[src/hw/msf_pkg.sv]
// How it works
// - Every block opens with ID character 0x40 then two station digits.
// - Station 1..127, sent as two upper-case hex digits, high nibble first.
// - Block: ID, station, start, 3-digit number, up to 255 chars, end, LRC.
// - Short message: one block numbered one, ended by end-of-text and LRC.
// - Long message: full 255-char blocks end-of-block, last one end-of-text.
// - Block numbers count up from one; last carries the block total.
// - Parameters are 16-bit signed values written as ASCII hex.
// - Module answers success '#' or failure '!' plus three-char code.
// - Each block gets ack or nak plus station digits; run after final ack.
// - Response is one addressed block numbered one, end-of-text, LRC.
// - LRC starts at 0xff and XORs start character through end character.
// - On a nak the sender repeats the same block, at most 5 times.
package msf_pkg;

    // ----------------------------------------------------------------
    // Link characters
    // ----------------------------------------------------------------
    localparam logic [7:0] CH_ID    = 8'h40;
    localparam logic [7:0] CH_STX   = 8'h02;
    localparam logic [7:0] CH_ETX   = 8'h03;
    localparam logic [7:0] CH_ETB   = 8'h17;
    localparam logic [7:0] CH_ACK   = 8'h06;
    localparam logic [7:0] CH_NAK   = 8'h15;
    localparam logic [7:0] CH_SPACE = 8'h20;
    localparam logic [7:0] CH_OK    = 8'h23;
    localparam logic [7:0] CH_FAIL  = 8'h21;
    localparam logic [7:0] CH_ZERO  = 8'h30;
    localparam logic [7:0] CH_ONE   = 8'h31;
    localparam logic [7:0] CH_NINE  = 8'h39;
    localparam logic [7:0] LRC_INIT = 8'hff;

    // ----------------------------------------------------------------
    // Counts and reset values
    // ----------------------------------------------------------------
    localparam logic [8:0] MSG_MAX     = 9'h0ff;
    localparam logic [1:0] BLK_LAST    = 2'h2;
    localparam logic [2:0] RETRY_MAX   = 3'h5;
    localparam logic [9:0] BLK_FIRST   = 10'h001;
    localparam int         FIFO_WIDTH  = 10;
    localparam int         FIFO_DEPTH  = 8;

    // ----------------------------------------------------------------
    // Response byte positions
    // ----------------------------------------------------------------
    localparam logic [3:0] POS_ACK_LAST = 4'h2;
    localparam logic [3:0] POS_LRC_FROM = 4'h3;
    localparam logic [3:0] POS_RESULT   = 4'h7;
    localparam logic [3:0] POS_CODE     = 4'h8;
    localparam logic [3:0] POS_ETX      = 4'hb;
    localparam logic [3:0] POS_LRC      = 4'hc;
    localparam logic [3:0] OK_SKIP      = 4'h3;

    // Word kinds handed to the command processor
    typedef enum logic [1:0] {
        MK_DATA    = 2'h0,
        MK_BLK_OK  = 2'h1,
        MK_BLK_BAD = 2'h2,
        MK_EXEC    = 2'h3
    } msf_mark_t;

    // Kinds of frame the transmitter sends
    typedef enum logic [1:0] {
        TK_ACK  = 2'h0,
        TK_NAK  = 2'h1,
        TK_RESP = 2'h2
    } msf_txkind_t;

    // Nibble to upper-case ASCII hex digit
    function automatic logic [7:0] hex_ascii(input logic [3:0] n);
        hex_ascii = (n < 4'ha) ? (CH_ZERO + {4'h0, n})
                               : (8'h37 + {4'h0, n});
    endfunction

endpackage

[src/hw/msf_tx_if.sv]
`timescale 1ns/1ns
// Request from the receive sequencer to the frame transmitter
interface msf_tx_if;
    import msf_pkg::*;
    logic        start;
    logic        busy;
    msf_txkind_t kind;
    logic        ok;
    logic [23:0] code;
    modport ctl (output start, kind, ok, code, input busy);
    modport tx  (input start, kind, ok, code, output busy);
endinterface

[src/hw/msf_fifo.sv]
`timescale 1ns/1ns
module msf_fifo #(
    parameter int WIDTH = 10,
    parameter int DEPTH = 8
) (
    // Clock and reset
    input  wire logic             clk,
    input  wire logic             reset_n,
    // Fill side
    input  wire logic             in_valid,
    output logic                  in_ready,
    input  wire logic [WIDTH-1:0] in_data,
    // Drain side
    output logic                  out_valid,
    input  wire logic             out_ready,
    output logic [WIDTH-1:0]      out_data
);
    localparam int AW = $clog2(DEPTH);

    logic [WIDTH-1:0] mem_q [DEPTH];
    logic [AW-1:0]    wr_q, wr_d, rd_q, rd_d;
    logic [AW:0]      cnt_q, cnt_d;
    logic             push, pop;

    // Honest flags: full stalls the filler, empty hides the output
    assign in_ready  = (cnt_q != DEPTH[AW:0]);
    assign out_valid = (cnt_q != '0);
    assign out_data  = mem_q[rd_q];
    assign push      = in_valid && in_ready;
    assign pop       = out_valid && out_ready;

    // Pointer and fill count update
    always_comb begin
        wr_d  = push ? AW'(wr_q + 1'b1) : wr_q;
        rd_d  = pop ? AW'(rd_q + 1'b1) : rd_q;
        cnt_d = cnt_q;
        if (push && !pop) begin
            cnt_d = (AW+1)'(cnt_q + 1'b1);
        end else if (pop && !push) begin
            cnt_d = (AW+1)'(cnt_q - 1'b1);
        end
    end

    always_ff @(posedge clk) begin
        if (!reset_n) begin
            wr_q  <= '0;
            rd_q  <= '0;
            cnt_q <= '0;
        end else begin
            wr_q  <= wr_d;
            rd_q  <= rd_d;
            cnt_q <= cnt_d;
        end
    end

    // Storage has no reset; empty flag hides stale words
    always_ff @(posedge clk) begin
        if (push) begin
            mem_q[wr_q] <= in_data;
        end
    end
endmodule

[src/hw/msf_tx.sv]
`timescale 1ns/1ns
module msf_tx
    import msf_pkg::*;
(
    // Clock and reset
    input  wire logic       clk,
    input  wire logic       reset_n,
    // Request from the sequencer
    msf_tx_if.tx            req,
    // Own station
    input  wire logic [6:0] station,
    // Bytes to the UART
    output logic            tx_valid,
    output logic [7:0]      tx_data,
    input  wire logic       tx_ready
);
    logic        busy_q, busy_d, ok_q, ok_d, v_q, v_d;
    msf_txkind_t kind_q, kind_d;
    logic [23:0] code_q, code_d;
    logic [3:0]  idx_q, idx_d, pos;
    logic [7:0]  lrc_q, lrc_d, d_q, d_d, byte_now;
    logic        last, take;

    assign req.busy = busy_q || v_q;
    assign tx_valid = v_q;
    assign tx_data  = d_q;

    // Byte selection; a success reply skips the three code positions
    always_comb begin
        pos = idx_q;
        if (kind_q == TK_RESP && ok_q && idx_q >= POS_CODE) begin
            pos = 4'(idx_q + OK_SKIP);
        end
        byte_now = lrc_q;
        if (kind_q != TK_RESP) begin
            unique case (pos)
                4'h0: byte_now = (kind_q == TK_NAK) ? CH_NAK : CH_ACK;
                4'h1: byte_now = hex_ascii({1'b0, station[6:4]});
                default: byte_now = hex_ascii(station[3:0]);
            endcase
            last = (pos == POS_ACK_LAST);
        end else begin
            unique case (pos)
                4'h0: byte_now = CH_ID;
                4'h1: byte_now = hex_ascii({1'b0, station[6:4]});
                4'h2: byte_now = hex_ascii(station[3:0]);
                4'h3: byte_now = CH_STX;
                4'h4: byte_now = CH_ZERO;
                4'h5: byte_now = CH_ZERO;
                4'h6: byte_now = CH_ONE;
                4'h7: byte_now = ok_q ? CH_OK : CH_FAIL;
                4'h8: byte_now = code_q[23:16];
                4'h9: byte_now = code_q[15:8];
                4'ha: byte_now = code_q[7:0];
                4'hb: byte_now = CH_ETX;
                default: byte_now = lrc_q;
            endcase
            last = (pos == POS_LRC);
        end
    end

    // Sequencing: one byte loaded each time the output register frees
    always_comb begin
        take   = busy_q && (!v_q || tx_ready);
        busy_d = busy_q;
        kind_d = kind_q;
        ok_d   = ok_q;
        code_d = code_q;
        idx_d  = idx_q;
        lrc_d  = lrc_q;
        v_d    = v_q;
        d_d    = d_q;
        if (v_q && tx_ready) begin
            v_d = 1'b0;
        end
        if (!busy_q && req.start) begin
            busy_d = 1'b1;
            kind_d = req.kind;
            ok_d   = req.ok;
            code_d = req.code;
            idx_d  = '0;
            lrc_d  = LRC_INIT;
        end else if (take) begin
            v_d   = 1'b1;
            d_d   = byte_now;
            idx_d = 4'(idx_q + 1'b1);
            if (pos >= POS_LRC_FROM && pos <= POS_ETX) begin
                lrc_d = lrc_q ^ byte_now;
            end
            if (last) begin
                busy_d = 1'b0;
            end
        end
    end

    always_ff @(posedge clk) begin
        if (!reset_n) begin
            busy_q <= 1'b0;
            kind_q <= TK_ACK;
            ok_q   <= 1'b0;
            code_q <= '0;
            idx_q  <= '0;
            lrc_q  <= LRC_INIT;
            v_q    <= 1'b0;
            d_q    <= '0;
        end else begin
            busy_q <= busy_d;
            kind_q <= kind_d;
            ok_q   <= ok_d;
            code_q <= code_d;
            idx_q  <= idx_d;
            lrc_q  <= lrc_d;
            v_q    <= v_d;
            d_q    <= d_d;
        end
    end
endmodule

[src/hw/msf_framer.sv]
`timescale 1ns/1ns
module msf_framer
    import msf_pkg::*;
(
    // Clock and reset
    input  wire logic        clk,
    input  wire logic        reset_n,
    // Received bytes from the UART
    input  wire logic        rx_valid,
    input  wire logic [7:0]  rx_data,
    // Bytes to the UART
    output logic             tx_valid,
    output logic [7:0]       tx_data,
    input  wire logic        tx_ready,
    // Configuration
    input  wire logic [6:0]  station_id,
    // Message words toward the command processor
    output logic             msg_valid,
    input  wire logic        msg_ready,
    output logic [7:0]       msg_data,
    output logic [1:0]       msg_mark,
    // Command result from the command processor
    input  wire logic        result_valid,
    output logic             result_ready,
    input  wire logic        result_ok,
    input  wire logic [23:0] result_code,
    // Status
    output logic             resp_failed
);
    // ----------------------------------------------------------------
    // Receive sequencer state
    // ----------------------------------------------------------------
    typedef enum logic [3:0] {
        R_HUNT     = 4'h0,
        R_ADDR_H   = 4'h1,
        R_ADDR_L   = 4'h2,
        R_SKIP     = 4'h3,
        R_SKIP_LRC = 4'h4,
        R_STX      = 4'h5,
        R_BLK      = 4'h6,
        R_DATA     = 4'h7,
        R_LRC      = 4'h8,
        R_ACK      = 4'h9,
        R_MARK     = 4'ha,
        R_EXEC     = 4'hb,
        R_RESP     = 4'hc,
        R_HOST     = 4'hd
    } msf_rstate_t;

    msf_rstate_t st_q, st_d;
    logic [7:0]  lrc_q, lrc_d;
    logic [8:0]  cnt_q, cnt_d;
    logic [9:0]  num_q, num_d, exp_q, exp_d;
    logic [1:0]  dig_q, dig_d;
    logic        err_q, err_d, fin_q, fin_d;
    logic [2:0]  retry_q, retry_d;
    logic        rok_q, rok_d, fail_q, fail_d;
    logic [23:0] rcode_q, rcode_d;

    logic [7:0]  st_hi, st_lo;
    logic        is_digit, is_end;
    logic [13:0] num_ext;
    logic        fifo_in_valid, fifo_in_ready;
    logic [FIFO_WIDTH-1:0] fifo_in_data, fifo_out_data;

    msf_tx_if txr ();

    // ----------------------------------------------------------------
    // Leaf blocks
    // ----------------------------------------------------------------
    // Message path; full FIFO turns a data byte into a refused block
    msf_fifo #(
        .WIDTH (FIFO_WIDTH),
        .DEPTH (FIFO_DEPTH)
    ) u_fifo (
        .clk       (clk),
        .reset_n   (reset_n),
        .in_valid  (fifo_in_valid),
        .in_ready  (fifo_in_ready),
        .in_data   (fifo_in_data),
        .out_valid (msg_valid),
        .out_ready (msg_ready),
        .out_data  (fifo_out_data)
    );

    msf_tx u_tx (
        .clk      (clk),
        .reset_n  (reset_n),
        .req      (txr.tx),
        .station  (station_id),
        .tx_valid (tx_valid),
        .tx_data  (tx_data),
        .tx_ready (tx_ready)
    );

    assign msg_mark    = fifo_out_data[9:8];
    assign msg_data    = fifo_out_data[7:0];
    assign resp_failed = fail_q;

    // Own station digits and character classes
    assign st_hi    = hex_ascii({1'b0, station_id[6:4]});
    assign st_lo    = hex_ascii(station_id[3:0]);
    assign is_digit = (rx_data >= CH_ZERO) && (rx_data <= CH_NINE);
    assign is_end   = (rx_data == CH_ETX) || (rx_data == CH_ETB);
    assign num_ext  = 14'({num_q, 3'h0}) + 14'({num_q, 1'b0})
                    + 14'(rx_data[3:0]);

    // ----------------------------------------------------------------
    // Next-state logic
    // ----------------------------------------------------------------
    // Bytes arriving while a reply is pending are ignored: the link
    // is half duplex and the host may not talk over the module.
    always_comb begin
        st_d          = st_q;
        lrc_d         = lrc_q;
        cnt_d         = cnt_q;
        num_d         = num_q;
        exp_d         = exp_q;
        dig_d         = dig_q;
        err_d         = err_q;
        fin_d         = fin_q;
        retry_d       = retry_q;
        rok_d         = rok_q;
        rcode_d       = rcode_q;
        fail_d        = 1'b0;
        fifo_in_valid = 1'b0;
        fifo_in_data  = {MK_DATA, rx_data};
        result_ready  = 1'b0;
        txr.start     = 1'b0;
        txr.kind      = err_q ? TK_NAK : TK_ACK;
        txr.ok        = rok_q;
        txr.code      = rcode_q;
        unique case (st_q)
            R_HUNT: begin
                if (rx_valid && rx_data == CH_ID) begin
                    st_d = R_ADDR_H;
                end
            end
            R_ADDR_H: begin
                if (rx_valid) begin
                    st_d = (rx_data == st_hi) ? R_ADDR_L : R_SKIP;
                end
            end
            R_ADDR_L: begin
                if (rx_valid) begin
                    st_d = (rx_data == st_lo) ? R_STX : R_SKIP;
                end
            end
            R_SKIP: begin
                // Another station's block: swallow it up to its LRC
                if (rx_valid && is_end) begin
                    st_d = R_SKIP_LRC;
                end
            end
            R_SKIP_LRC: begin
                if (rx_valid) begin
                    st_d = R_HUNT;
                end
            end
            R_STX: begin
                if (rx_valid) begin
                    st_d  = (rx_data == CH_STX) ? R_BLK : R_HUNT;
                    lrc_d = LRC_INIT ^ rx_data;
                    num_d = '0;
                    dig_d = '0;
                    cnt_d = '0;
                    err_d = 1'b0;
                end
            end
            R_BLK: begin
                if (rx_valid) begin
                    lrc_d = lrc_q ^ rx_data;
                    num_d = num_ext[9:0];
                    dig_d = 2'(dig_q + 1'b1);
                    if (!is_digit) begin
                        err_d = 1'b1;
                    end
                    if (dig_q == BLK_LAST) begin
                        st_d = R_DATA;
                    end
                end
            end
            R_DATA: begin
                if (rx_valid) begin
                    lrc_d = lrc_q ^ rx_data;
                    if (is_end) begin
                        st_d  = R_LRC;
                        fin_d = (rx_data == CH_ETX);
                        if (rx_data == CH_ETB && cnt_q != MSG_MAX) begin
                            err_d = 1'b1;
                        end
                        if (num_q != exp_q && num_q != BLK_FIRST) begin
                            err_d = 1'b1;
                        end
                    end else begin
                        cnt_d         = 9'(cnt_q + 1'b1);
                        fifo_in_valid = (cnt_q != MSG_MAX);
                        if (cnt_q == MSG_MAX || !fifo_in_ready) begin
                            err_d = 1'b1;
                        end
                        // Control command opens with a space
                        if (cnt_q == '0 && num_q == BLK_FIRST
                                && rx_data != CH_SPACE) begin
                            err_d = 1'b1;
                        end
                    end
                end
            end
            R_LRC: begin
                if (rx_valid) begin
                    if (rx_data != lrc_q) begin
                        err_d = 1'b1;
                    end
                    st_d = R_ACK;
                end
            end
            R_ACK: begin
                if (!txr.busy) begin
                    txr.start = 1'b1;
                    st_d      = R_MARK;
                end
            end
            R_MARK: begin
                // Marker waits for the ack to leave, so execution never
                // starts before the final block is acknowledged.
                fifo_in_valid = !txr.busy;
                fifo_in_data  = {err_q ? MK_BLK_BAD
                                 : (fin_q ? MK_EXEC : MK_BLK_OK), 8'h00};
                if (!txr.busy && fifo_in_ready) begin
                    if (err_q) begin
                        st_d = R_HUNT;
                    end else if (fin_q) begin
                        exp_d = BLK_FIRST;
                        st_d  = R_EXEC;
                    end else begin
                        exp_d = 10'(num_q + 1'b1);
                        st_d  = R_HUNT;
                    end
                end
            end
            R_EXEC: begin
                result_ready = 1'b1;
                if (result_valid) begin
                    rok_d   = result_ok;
                    rcode_d = result_code;
                    retry_d = '0;
                    st_d    = R_RESP;
                end
            end
            R_RESP: begin
                txr.kind = TK_RESP;
                if (!txr.busy) begin
                    txr.start = 1'b1;
                    st_d      = R_HOST;
                end
            end
            R_HOST: begin
                if (rx_valid) begin
                    if (rx_data == CH_ACK) begin
                        st_d = R_HUNT;
                    end else if (rx_data == CH_NAK) begin
                        if (retry_q < RETRY_MAX) begin
                            retry_d = 3'(retry_q + 1'b1);
                            st_d    = R_RESP;
                        end else begin
                            fail_d = 1'b1;
                            st_d   = R_HUNT;
                        end
                    end else if (rx_data == CH_ID) begin
                        st_d = R_ADDR_H;
                    end
                end
            end
            default: begin
                st_d = R_HUNT;
            end
        endcase
    end

    // ----------------------------------------------------------------
    // State registers
    // ----------------------------------------------------------------
    always_ff @(posedge clk) begin
        if (!reset_n) begin
            st_q    <= R_HUNT;
            lrc_q   <= LRC_INIT;
            cnt_q   <= '0;
            num_q   <= '0;
            exp_q   <= BLK_FIRST;
            dig_q   <= '0;
            err_q   <= 1'b0;
            fin_q   <= 1'b0;
            retry_q <= '0;
            rok_q   <= 1'b0;
            rcode_q <= '0;
            fail_q  <= 1'b0;
        end else begin
            st_q    <= st_d;
            lrc_q   <= lrc_d;
            cnt_q   <= cnt_d;
            num_q   <= num_d;
            exp_q   <= exp_d;
            dig_q   <= dig_d;
            err_q   <= err_d;
            fin_q   <= fin_d;
            retry_q <= retry_d;
            rok_q   <= rok_d;
            rcode_q <= rcode_d;
            fail_q  <= fail_d;
        end
    end
endmodule

[config.mk]
export PLATFORM = sky130hd
export DESIGN_NAME = msf_framer
export DESIGN_NICKNAME = d
export VERILOG_FILES = /design/src/hw/msf_pkg.sv /design/src/hw/msf_tx_if.sv /design/src/hw/msf_fifo.sv /design/src/hw/msf_tx.sv /design/src/hw/msf_framer.sv
export SDC_FILE = /design/constraint.sdc
export NUM_CORES = 1
export LEC_CHECK = 0
export ABC_AREA = 1
export ABC_CLOCK_PERIOD_IN_PS = 3000
export BUFFER_PORTS_ARGS = -buffer_cell sky130_fd_sc_hd__clkbuf_2
export CAP_MARGIN = 25
export CORE_MARGIN = 5
export CORE_UTILIZATION = 35
export DETAILED_ROUTE_END_ITERATION = 8
export SETUP_SLACK_MARGIN = 0.3
export SLEW_MARGIN = 20
export SYNTH_ARGS = -nofsm -noshare
export SYNTH_HDL_FRONTEND = slang
export SYNTH_SLANG_ARGS = --single-unit
export TNS_END_PERCENT = 100
[constraint.sdc]
create_clock -name clk -period 3 [get_ports clk]
set_input_delay 0.15 -clock clk [delete_from_list [all_inputs] [get_ports clk]]
set_output_delay 0.15 -clock clk [all_outputs]
set_load 0.05 [all_outputs]
==> results of run 1 <==
-- metal layers --
layer,GRT usage [%],wire (µm)
met1,21.2,12600
met2,28.2,13200
met3,2.11,1060
met4,6.60,1130
met5,0,0
-- stage by stage --
stage               hold slack [ns]  std cells  instance area, µm²  TNS [ns]  power, W
floorplan                     0.283       1359               10700         0   0.00415
global placement              0.430       1814               11600  -0.00950   0.00458
detailed placement            0.434       1814               11600   -0.0261   0.00460
CTS                          0.0379       1890               12900         0   0.00799
global route                  0.100       1897               13000         0   0.00831
finish                       0.0578       1897               13000         0   0.00794
-- path summary, 6_finish.rpt --
kind | startpoint | end | slack, ns | depth (start not counted)
setup / recovery | cnt_q[1] | u_fifo.cnt_q[3] | 0.40 | 19
hold reg to reg | rcode_q[18] | rcode_q[18] | 0.45 | 2
setup reg to reg | cnt_q[1] | u_fifo.cnt_q[3] | 0.40 | 19
hold / removal | rx_data[4] | lrc_q[4] | 0.06 | 4
-- report_power, final --
part | internal (W) | switching [W] | total, W
clock | 0.00209 | 0.00123 | 0.00332
sequential | 0.00308 | 0.0000732 | 0.00315
combinational | 0.000470 | 0.000998 | 0.00147
-- Yosys cell counts, types with 2 or more instances --
library cell / number / area, µm²
sky130_fd_sc_hd__o21ai_0: 133 / 666
sky130_fd_sc_hd__nand3_1: 63 / 315
sky130_fd_sc_hd__nor2_2: 3 / 18.8
sky130_fd_sc_hd__ha_1: 29 / 363
sky130_fd_sc_hd__a31oi_1: 16 / 100
sky130_fd_sc_hd__buf_2: 2 / 10.0
sky130_fd_sc_hd__o22ai_1: 15 / 93.8
sky130_fd_sc_hd__nor2_1: 175 / 657
sky130_fd_sc_hd__inv_1: 153 / 574
sky130_fd_sc_hd__a21boi_0: 2 / 15.0
sky130_fd_sc_hd__dfxtp_1: 136 / 2720
sky130_fd_sc_hd__xor2_1: 15 / 131
sky130_fd_sc_hd__edfxtp_1: 80 / 2400
sky130_fd_sc_hd__nand2_2: 8 / 50.1
sky130_fd_sc_hd__a211oi_1: 5 / 37.5
sky130_fd_sc_hd__a21oi_1: 91 / 455
sky130_fd_sc_hd__nand3b_1: 2 / 15.0
sky130_fd_sc_hd__nand2_4: 3 / 33.8
sky130_fd_sc_hd__nand2_1: 271 / 1020
sky130_fd_sc_hd__or2_2: 7 / 43.8
sky130_fd_sc_hd__nor3_1: 22 / 110
sky130_fd_sc_hd__fa_1: 3 / 60.1
sky130_fd_sc_hd__nor3b_1: 4 / 30.0
sky130_fd_sc_hd__nor2_4: 10 / 113
sky130_fd_sc_hd__xnor2_1: 6 / 52.6
sky130_fd_sc_hd__buf_1: 2 / 7.51
sky130_fd_sc_hd__nand4_1: 12 / 75.1
sky130_fd_sc_hd__o221ai_1: 3 / 26.3
sky130_fd_sc_hd__o211ai_1: 4 / 30.0
sky130_fd_sc_hd__clkbuf_1: 38 / 143
sky130_fd_sc_hd__o21ai_1: 9 / 45.0
sky130_fd_sc_hd__nor4_1: 8 / 50.1
sky130_fd_sc_hd__inv_2: 11 / 41.3
-- logic make-up after synthesis --
| family | share of synthesized area (%) |
|---|---|
| flops | 48.1 |
| fa+ha+maj | 3.97 |
| simple gates | 24.3 |
| buf+inv | 7.43 |
| compound gates | 14.5 |
| xor+xnor | 1.73 |
-- timing repair --
item                                   in CTS  in global routing
gates resized for setup                    15                 17
endpoints found under the hold margin      27                  0
buffers inserted                            3                  6
setup endpoints to repair                   2                  3
pin swaps                                   4                 13
hold buffers                               27                  0
-- cells in the final DEF (no fill, tap or decap), types with 24 or more instances in the layout --
cell | Yosys | routed
sky130_fd_sc_hd__a21oi_1 | 91 | 91
sky130_fd_sc_hd__buf_4 | 1 | 50
sky130_fd_sc_hd__clkbuf_16 | 0 | 25
sky130_fd_sc_hd__clkbuf_2 | 1 | 67
sky130_fd_sc_hd__dfxtp_1 | 136 | 128
sky130_fd_sc_hd__dlygate4sd3_1 | 0 | 27
sky130_fd_sc_hd__edfxtp_1 | 80 | 80
sky130_fd_sc_hd__ha_1 | 29 | 24
sky130_fd_sc_hd__inv_1 | 153 | 150
sky130_fd_sc_hd__nand2_1 | 271 | 268
sky130_fd_sc_hd__nand3_1 | 63 | 61
sky130_fd_sc_hd__nor2_1 | 175 | 174
sky130_fd_sc_hd__o21ai_0 | 133 | 132
-- cell type report --
type / count / area, µm²
Inverter: 165 / 622
Timing Repair Buffer: 146 / 1010
Clock buffer: 34 / 709
Fill cell: 2978 / 16900
Tap cell: 390 / 488
Clock inverter: 12 / 199
Sequential cell: 216 / 5130
Multi-Input combinational cell: 934 / 4850
-- state kept, by name, indices dropped and copies added, names as in the netlist, 4 cells and up, named ones only --
signal        count
lrc_q             8
u_tx.idx_q        4
u_tx.code_q      24
u_tx.lrc_q        8
u_tx.tx_data      8
cnt_q             9
rcode_q          24
u_fifo.mem_q     80
num_q            10
st_q              4
u_fifo.cnt_q      4
exp_q            10
-- worst max-delay path: cells and delay by family, from the launching register on --
family | cells | cell delay (ns)
compound gates | 4 | 0.43
fa+ha+maj | 4 | 0.76
buf+inv | 3 | 0.18
flops | 1 | 0.35
simple gates | 8 | 0.77
==> impl_summary.log, run 1 <==
[metrics] status: finished, final reports clean
[metrics] arrival time reported for the critical path endpoint: about 3 ns
[metrics] residual DRC count: 0
[metrics] via count of the first global-routing pass: about 9,000
[metrics] width of the die: 184 µm
[metrics] Mapped Avg Cell Area: roughly 8 µm²
[metrics] Hold Crit Class: primary input to flip-flop
[metrics] Peak VDD IR: 0.337 mV
[metrics] routed length per placed instance: 14.7 µm
[metrics] pin count of the biggest net entering global routing: 44
[metrics] chip height: 184 µm
[metrics] CTS max path bufs: 3
[metrics] Seq cells post-synth: 216
[metrics] area of the mapped netlist: 0.0107 mm²
[metrics] number of synthesis warnings: 0
[metrics] Post-synth EDFFs: 80
[metrics] number of sinks on the clock net: 216
[metrics] critical path endpoint category: flip-flop
[metrics] number of search-and-repair iterations in the first detailed-routing pass: 5
[metrics] worst-case headroom to the max-slew limit: 45.4%
[metrics] unique cell type count in the Yosys netlist: 51
[metrics] Period Utilization, post-route: 86.8%
[metrics] global-route wire length before repair: 45,900 µm
[metrics] most numerous cell on the critical path: sky130_fd_sc_hd__ha_4
[metrics] post-synthesis cell count: roughly 1,400
[metrics] pwr/cell area: 610 mW/mm²
[metrics] post-route clock skew: 0.0196 ns
[metrics] number of vias per cell: a little under 5
[metrics] clock tree root driver cell: sky130_fd_sc_hd__clkbuf_16
[metrics] sum of overflow across all layers after global routing: 0
[metrics] row cnt: 63
[metrics] Post-synth ARST share: 0%
[metrics] detailed-route via count: 9,334
[metrics] most used flip-flop cell after synthesis: sky130_fd_sc_hd__dfxtp_1
[metrics] maximum cell stage delay along the critical path: 0.35 ns
[metrics] critical setup path kind: flip-flop to flip-flop
[metrics] Required @ worst endpoint: 3.41 ns
[metrics] placeable core region: around 0.03 mm²
[metrics] share of synthesized area occupied by flip-flops and latches: 48.1%
[metrics] starting utilization of the core area: between 30% and 40%
[metrics] Clock H-tree levels: 1
[metrics] fraction of layout cells with a size suffix above 1: 15.5%
[metrics] layout-stage area growth over the synthesis result: 22.1%
[metrics] setup repair after global routing missed its margin: yes
[metrics] Final nets: 1,566
[metrics] minimum clock period after layout: between 2 and 3 ns
[metrics] pre-CTS setup slack: -0.0261 ns
[metrics] final count of pins violating max slew: 0
[metrics] Max-Cap Viols: 0
[metrics] worst setup margin: 0.397 ns
[metrics] final hold violation count: 0
[metrics] clock slew at reported path FFs: around 0.070 ns
[metrics] Slowest-stage cell, CP: sky130_fd_sc_hd__dfxtp_2
[metrics] area of the die: 0.0340 mm²
[metrics] Port-buffer cells: 67
[metrics] antenna-violating nets left: 0
[metrics] wire length reported by the detailed router: approximately 28,000 µm
[metrics] antenna diode count: 0
[metrics] CTS tree: yes
[metrics] utilization of the core after routing: 43.5%
[metrics] Post-Synthesis Net Count: 1,437
[metrics] Max Clock Freq: 0.384 GHz
[metrics] initial antenna violation count: 0
[metrics] gpl congestion: 0.930
[metrics] DR iter-0 viols: 500
[metrics] ordered cell list for the critical path: ha_4, nand2_4, nor3_4, ha_2, inv_2, nand3_2, o21ai_2, nand2_2, inv_2, ha_4, inv_4, ha_4, and3_4, a211oi_4, nor2_1, nor2_1, nand2_1, o21ai_1, a21oi_1
[metrics] number of buffers created by CTS: 25
[metrics] critical path startpoint category: flip-flop
[metrics] Lkg Pwr: 5.35 nW
[metrics] transition at the pin with the smallest max-transition slack: 0.816 ns
[metrics] critical path peak fanout: 3
[metrics] clock insertion delay at the later pin of the skew report: 0.53 ns
[metrics] total global-route track usage: 16.5%
[metrics] number of top-level design ports: 68
[metrics] DP HPWL: around 20,000 µm
[metrics] number of setup violations in the final report: 0
(Power assumes the default switching activity.)
==> inputs of run 2 (changes only) <==
Settings changed: MAX_ROUTING_LAYER set to met4.
==> impl_summary.log, run 2 (same netlist as run 1, synthesis figures left out) <==
[metrics] status: finished, final reports clean
[metrics] setup repair after global routing missed its margin: yes
[metrics] register area: between 0.005 and 0.006 mm²
[metrics] ordered cell list for the critical path: ha_4, nand2_4, nor3_4, ha_4, inv_4, nand3_2, o21ai_2, nand2_2, inv_2, ha_4, inv_4, ha_4, and3_4, a211oi_2, nor2_1, nor2_1, nand2_1, o21ai_1, a21oi_1
[metrics] hold path cells: 4
[metrics] Max-Cap Viols: 0
[metrics] global-route wire length before repair: ~45,000 µm
[metrics] residual DRC count: 0
[metrics] final count of pins violating max slew: 0
[metrics] critical setup path kind: flip-flop to flip-flop
[metrics] hold-critical path endpoint: num_q[0]
[metrics] area of the die: around 0.034 mm²
[metrics] Max Clock Freq: 0.373 GHz
[metrics] row cnt: 63
[metrics] R2R Setup Slk: 0.32 ns
[metrics] gpl congestion: 0.949
[metrics] chip height: about 180 µm
[metrics] met1 GRT Util: 21.2%
[metrics] Required @ worst endpoint: about 3.4 ns
[metrics] width of the die: 184 µm
[metrics] number of top-level design ports: 68
[metrics] Final TNS setup: 0 ns
[metrics] biggest regs: u_fifo.mem_q x80, rcode_q x24, u_tx.code_q x24
[metrics] initial antenna violation count: 1
[metrics] number of search-and-repair iterations in the first detailed-routing pass: 5
[metrics] endpoint of the worst-slack reg-to-reg timing path: u_fifo.cnt_q[3]
[metrics] critical path peak fanout: 4
[metrics] arrival time reported for the critical path endpoint: 3.08 ns
[metrics] GRT busiest layer: met2
[metrics] number of buffers created by CTS: 24
[metrics] Peak VDD IR: 0.398 mV
[metrics] utilization of the core after routing: 43.1%
[metrics] number of sinks on the clock net: 216
[metrics] pwr/cell area: 594 mW/mm²
[metrics] critical path startpoint category: flip-flop
[metrics] count of placed standard cells including taps: 1,811
[metrics] number of vias per cell: 4.89
[metrics] post-route clock skew: 0.0159 ns
[metrics] wire length reported by the detailed router: around 28,000 µm
[metrics] Slowest-stage cell, CP: sky130_fd_sc_hd__dfxtp_2
[metrics] CTS tree: yes
[metrics] max FFs per register: 80
[metrics] highest-count cells in the layout ignoring fill and taps: 269 x sky130_fd_sc_hd__nand2_1, 174 x sky130_fd_sc_hd__nor2_1, 150 x sky130_fd_sc_hd__inv_1
[metrics] final hold violation count: 0
[metrics] Lkg Pwr: 5.30 nW
[metrics] total global-route track usage: between 10% and 20%
[metrics] transition at the pin with the smallest max-transition slack: 0.835 ns
[metrics] pre-CTS setup slack: -0.00635 ns
[metrics] register containing the most flip-flops in the final layout: u_fifo.mem_q
[metrics] Pwr Total: approximately 0.0077 W
[metrics] Final nets: 1,558
[metrics] clock slew at reported path FFs: 0.07 ns
[metrics] Hold Crit Class: primary input to flip-flop
[metrics] antenna-violating nets left: 0
[metrics] starting utilization of the core area: 35.7%
[metrics] maximum cell stage delay along the critical path: 0.36 ns
[metrics] fraction of layout cells with a size suffix above 1: 14.7%
[metrics] multi-input logic area: 0.00485 mm²
[metrics] fillcell total: between 2,000 and 3,000
[metrics] most common library cell in the layout ignoring fill and taps: sky130_fd_sc_hd__nand2_1
[metrics] pin count of the biggest net entering global routing: 44
[metrics] Port-buffer cells: 67
[metrics] Worst R2R Path Depth: 19
[metrics] Period Utilization, post-route: 89.3%
[metrics] placeable core region: 0.0299 mm²
[metrics] sum of overflow across all layers after global routing: 0
[metrics] worst min-delay path startpoint: rx_data[0]
[metrics] clock tree root driver cell: sky130_fd_sc_hd__clkbuf_16
[metrics] GR Util met2: 27.8%
[metrics] worst setup margin: between 0.3 and 0.4 ns
[metrics] reg2reg start: cnt_q[1]
[metrics] detailed-route via count: 9,244
[metrics] CTS max path bufs: 3
[metrics] number of setup violations in the final report: 0
[metrics] DR iter-0 viols: 641
[metrics] minimum clock period after layout: 2.68 ns
[metrics] DP HPWL: 19,900 µm
[metrics] clock insertion delay at the later pin of the skew report: 0.52 ns
[metrics] worst-case headroom to the max-slew limit: 44.2%
[metrics] fin cells: 1,889
[metrics] most numerous cell on the critical path: sky130_fd_sc_hd__ha_4
[metrics] routed length per placed instance: 14.8 µm
[metrics] via count of the first global-routing pass: 8,685
[metrics] global routing met3 resource utilization: 2.25%
[metrics] critical path endpoint category: flip-flop
[metrics] worst setup path start: cnt_q[1]
[metrics] layout-stage area growth over the synthesis result: 21.0%
[metrics] Clock H-tree levels: 1
==> run 2: cell types whose count changed in the layout (fill, tap and decap cells not counted), sizes merged <==
cell / change
buf: -7
bufinv: -2
clkbuf: +2
clkinvlp: -2
diode: +1
==> run 2: repair_timing <==
| item | CTS | global route |
|---|---|---|
| hold buffers | 27 | 0 |
| pin swaps | 2 | 12 |
| buffers inserted | 1 | 4 |
| endpoints found under the setup margin | 1 | 8 |
| endpoints found under the hold margin | 27 | 0 |
| resized for setup | 11 | 16 |
==> run 2: worst max path at each step <==
stage / endpoint / slack [ns] / cells after the start
global placement: u_fifo.cnt_q[3] / -0.01 / 19
detailed placement: u_fifo.cnt_q[3] / -0.006 / 19
global route: u_fifo.cnt_q[3] / 0.11 / 19
CTS: u_fifo.cnt_q[3] / 0.32 / 19
finish: u_fifo.cnt_q[3] / 0.32 / 19
floorplan: u_fifo.cnt_q[3] / 0.31 / 19
==> run 2: cell type report <==
class,instances,share of cell area (%)
flip-flops and latches,216,39.8
multi-input cells,934,37.6
repair buffers,139,7.47
inverters,165,4.84
clock buffers,36,5.51
clock inverters,8,0.942
diodes,1,0.0194
well taps,390,3.79
==> run 2: critical path, delay by kind of cell (launching register included) <==
family                     cells  cell delay, ns
and+or+nand+nor                8            0.86
adders and majority gates      4            0.72
buffers and inverters          3            0.18
DFF                            1            0.36
AOI/OAI and AO/OA              4            0.47
==> run 2: stage by stage <==
| step | area, µm² | hold WS, ns |
|---|---|---|
| after global placement | 11600 | 0.428 |
| after detailed placement | 11600 | 0.438 |
| after global routing | 12900 | 0.0840 |
| after CTS | 12700 | 0.0517 |
| after floorplan | 10700 | 0.283 |
| final | 12900 | 0.0759 |
==> run 2: power breakdown <==
| group | internal [W] | total [W] | switching [W] | leakage (nW) |
|---|---|---|---|---|
| Sequential | 0.00308 | 0.00315 | 0.0000689 | 1.86 |
| Clock | 0.00190 | 0.00309 | 0.00119 | 0.413 |
| Combinational | 0.000446 | 0.00143 | 0.000980 | 3.03 |
| Total | 0.00542 | 0.00766 | 0.00224 | 5.30 |
==> run 2: metal layers <==
layer | share of wire, % | vias up
met5 | 0 | -
met4 | 2.9 | 0
met3 | 3.9 | 54
met2 | 48 | 188
met1 | 46 | 4258
li1 | - | 4744
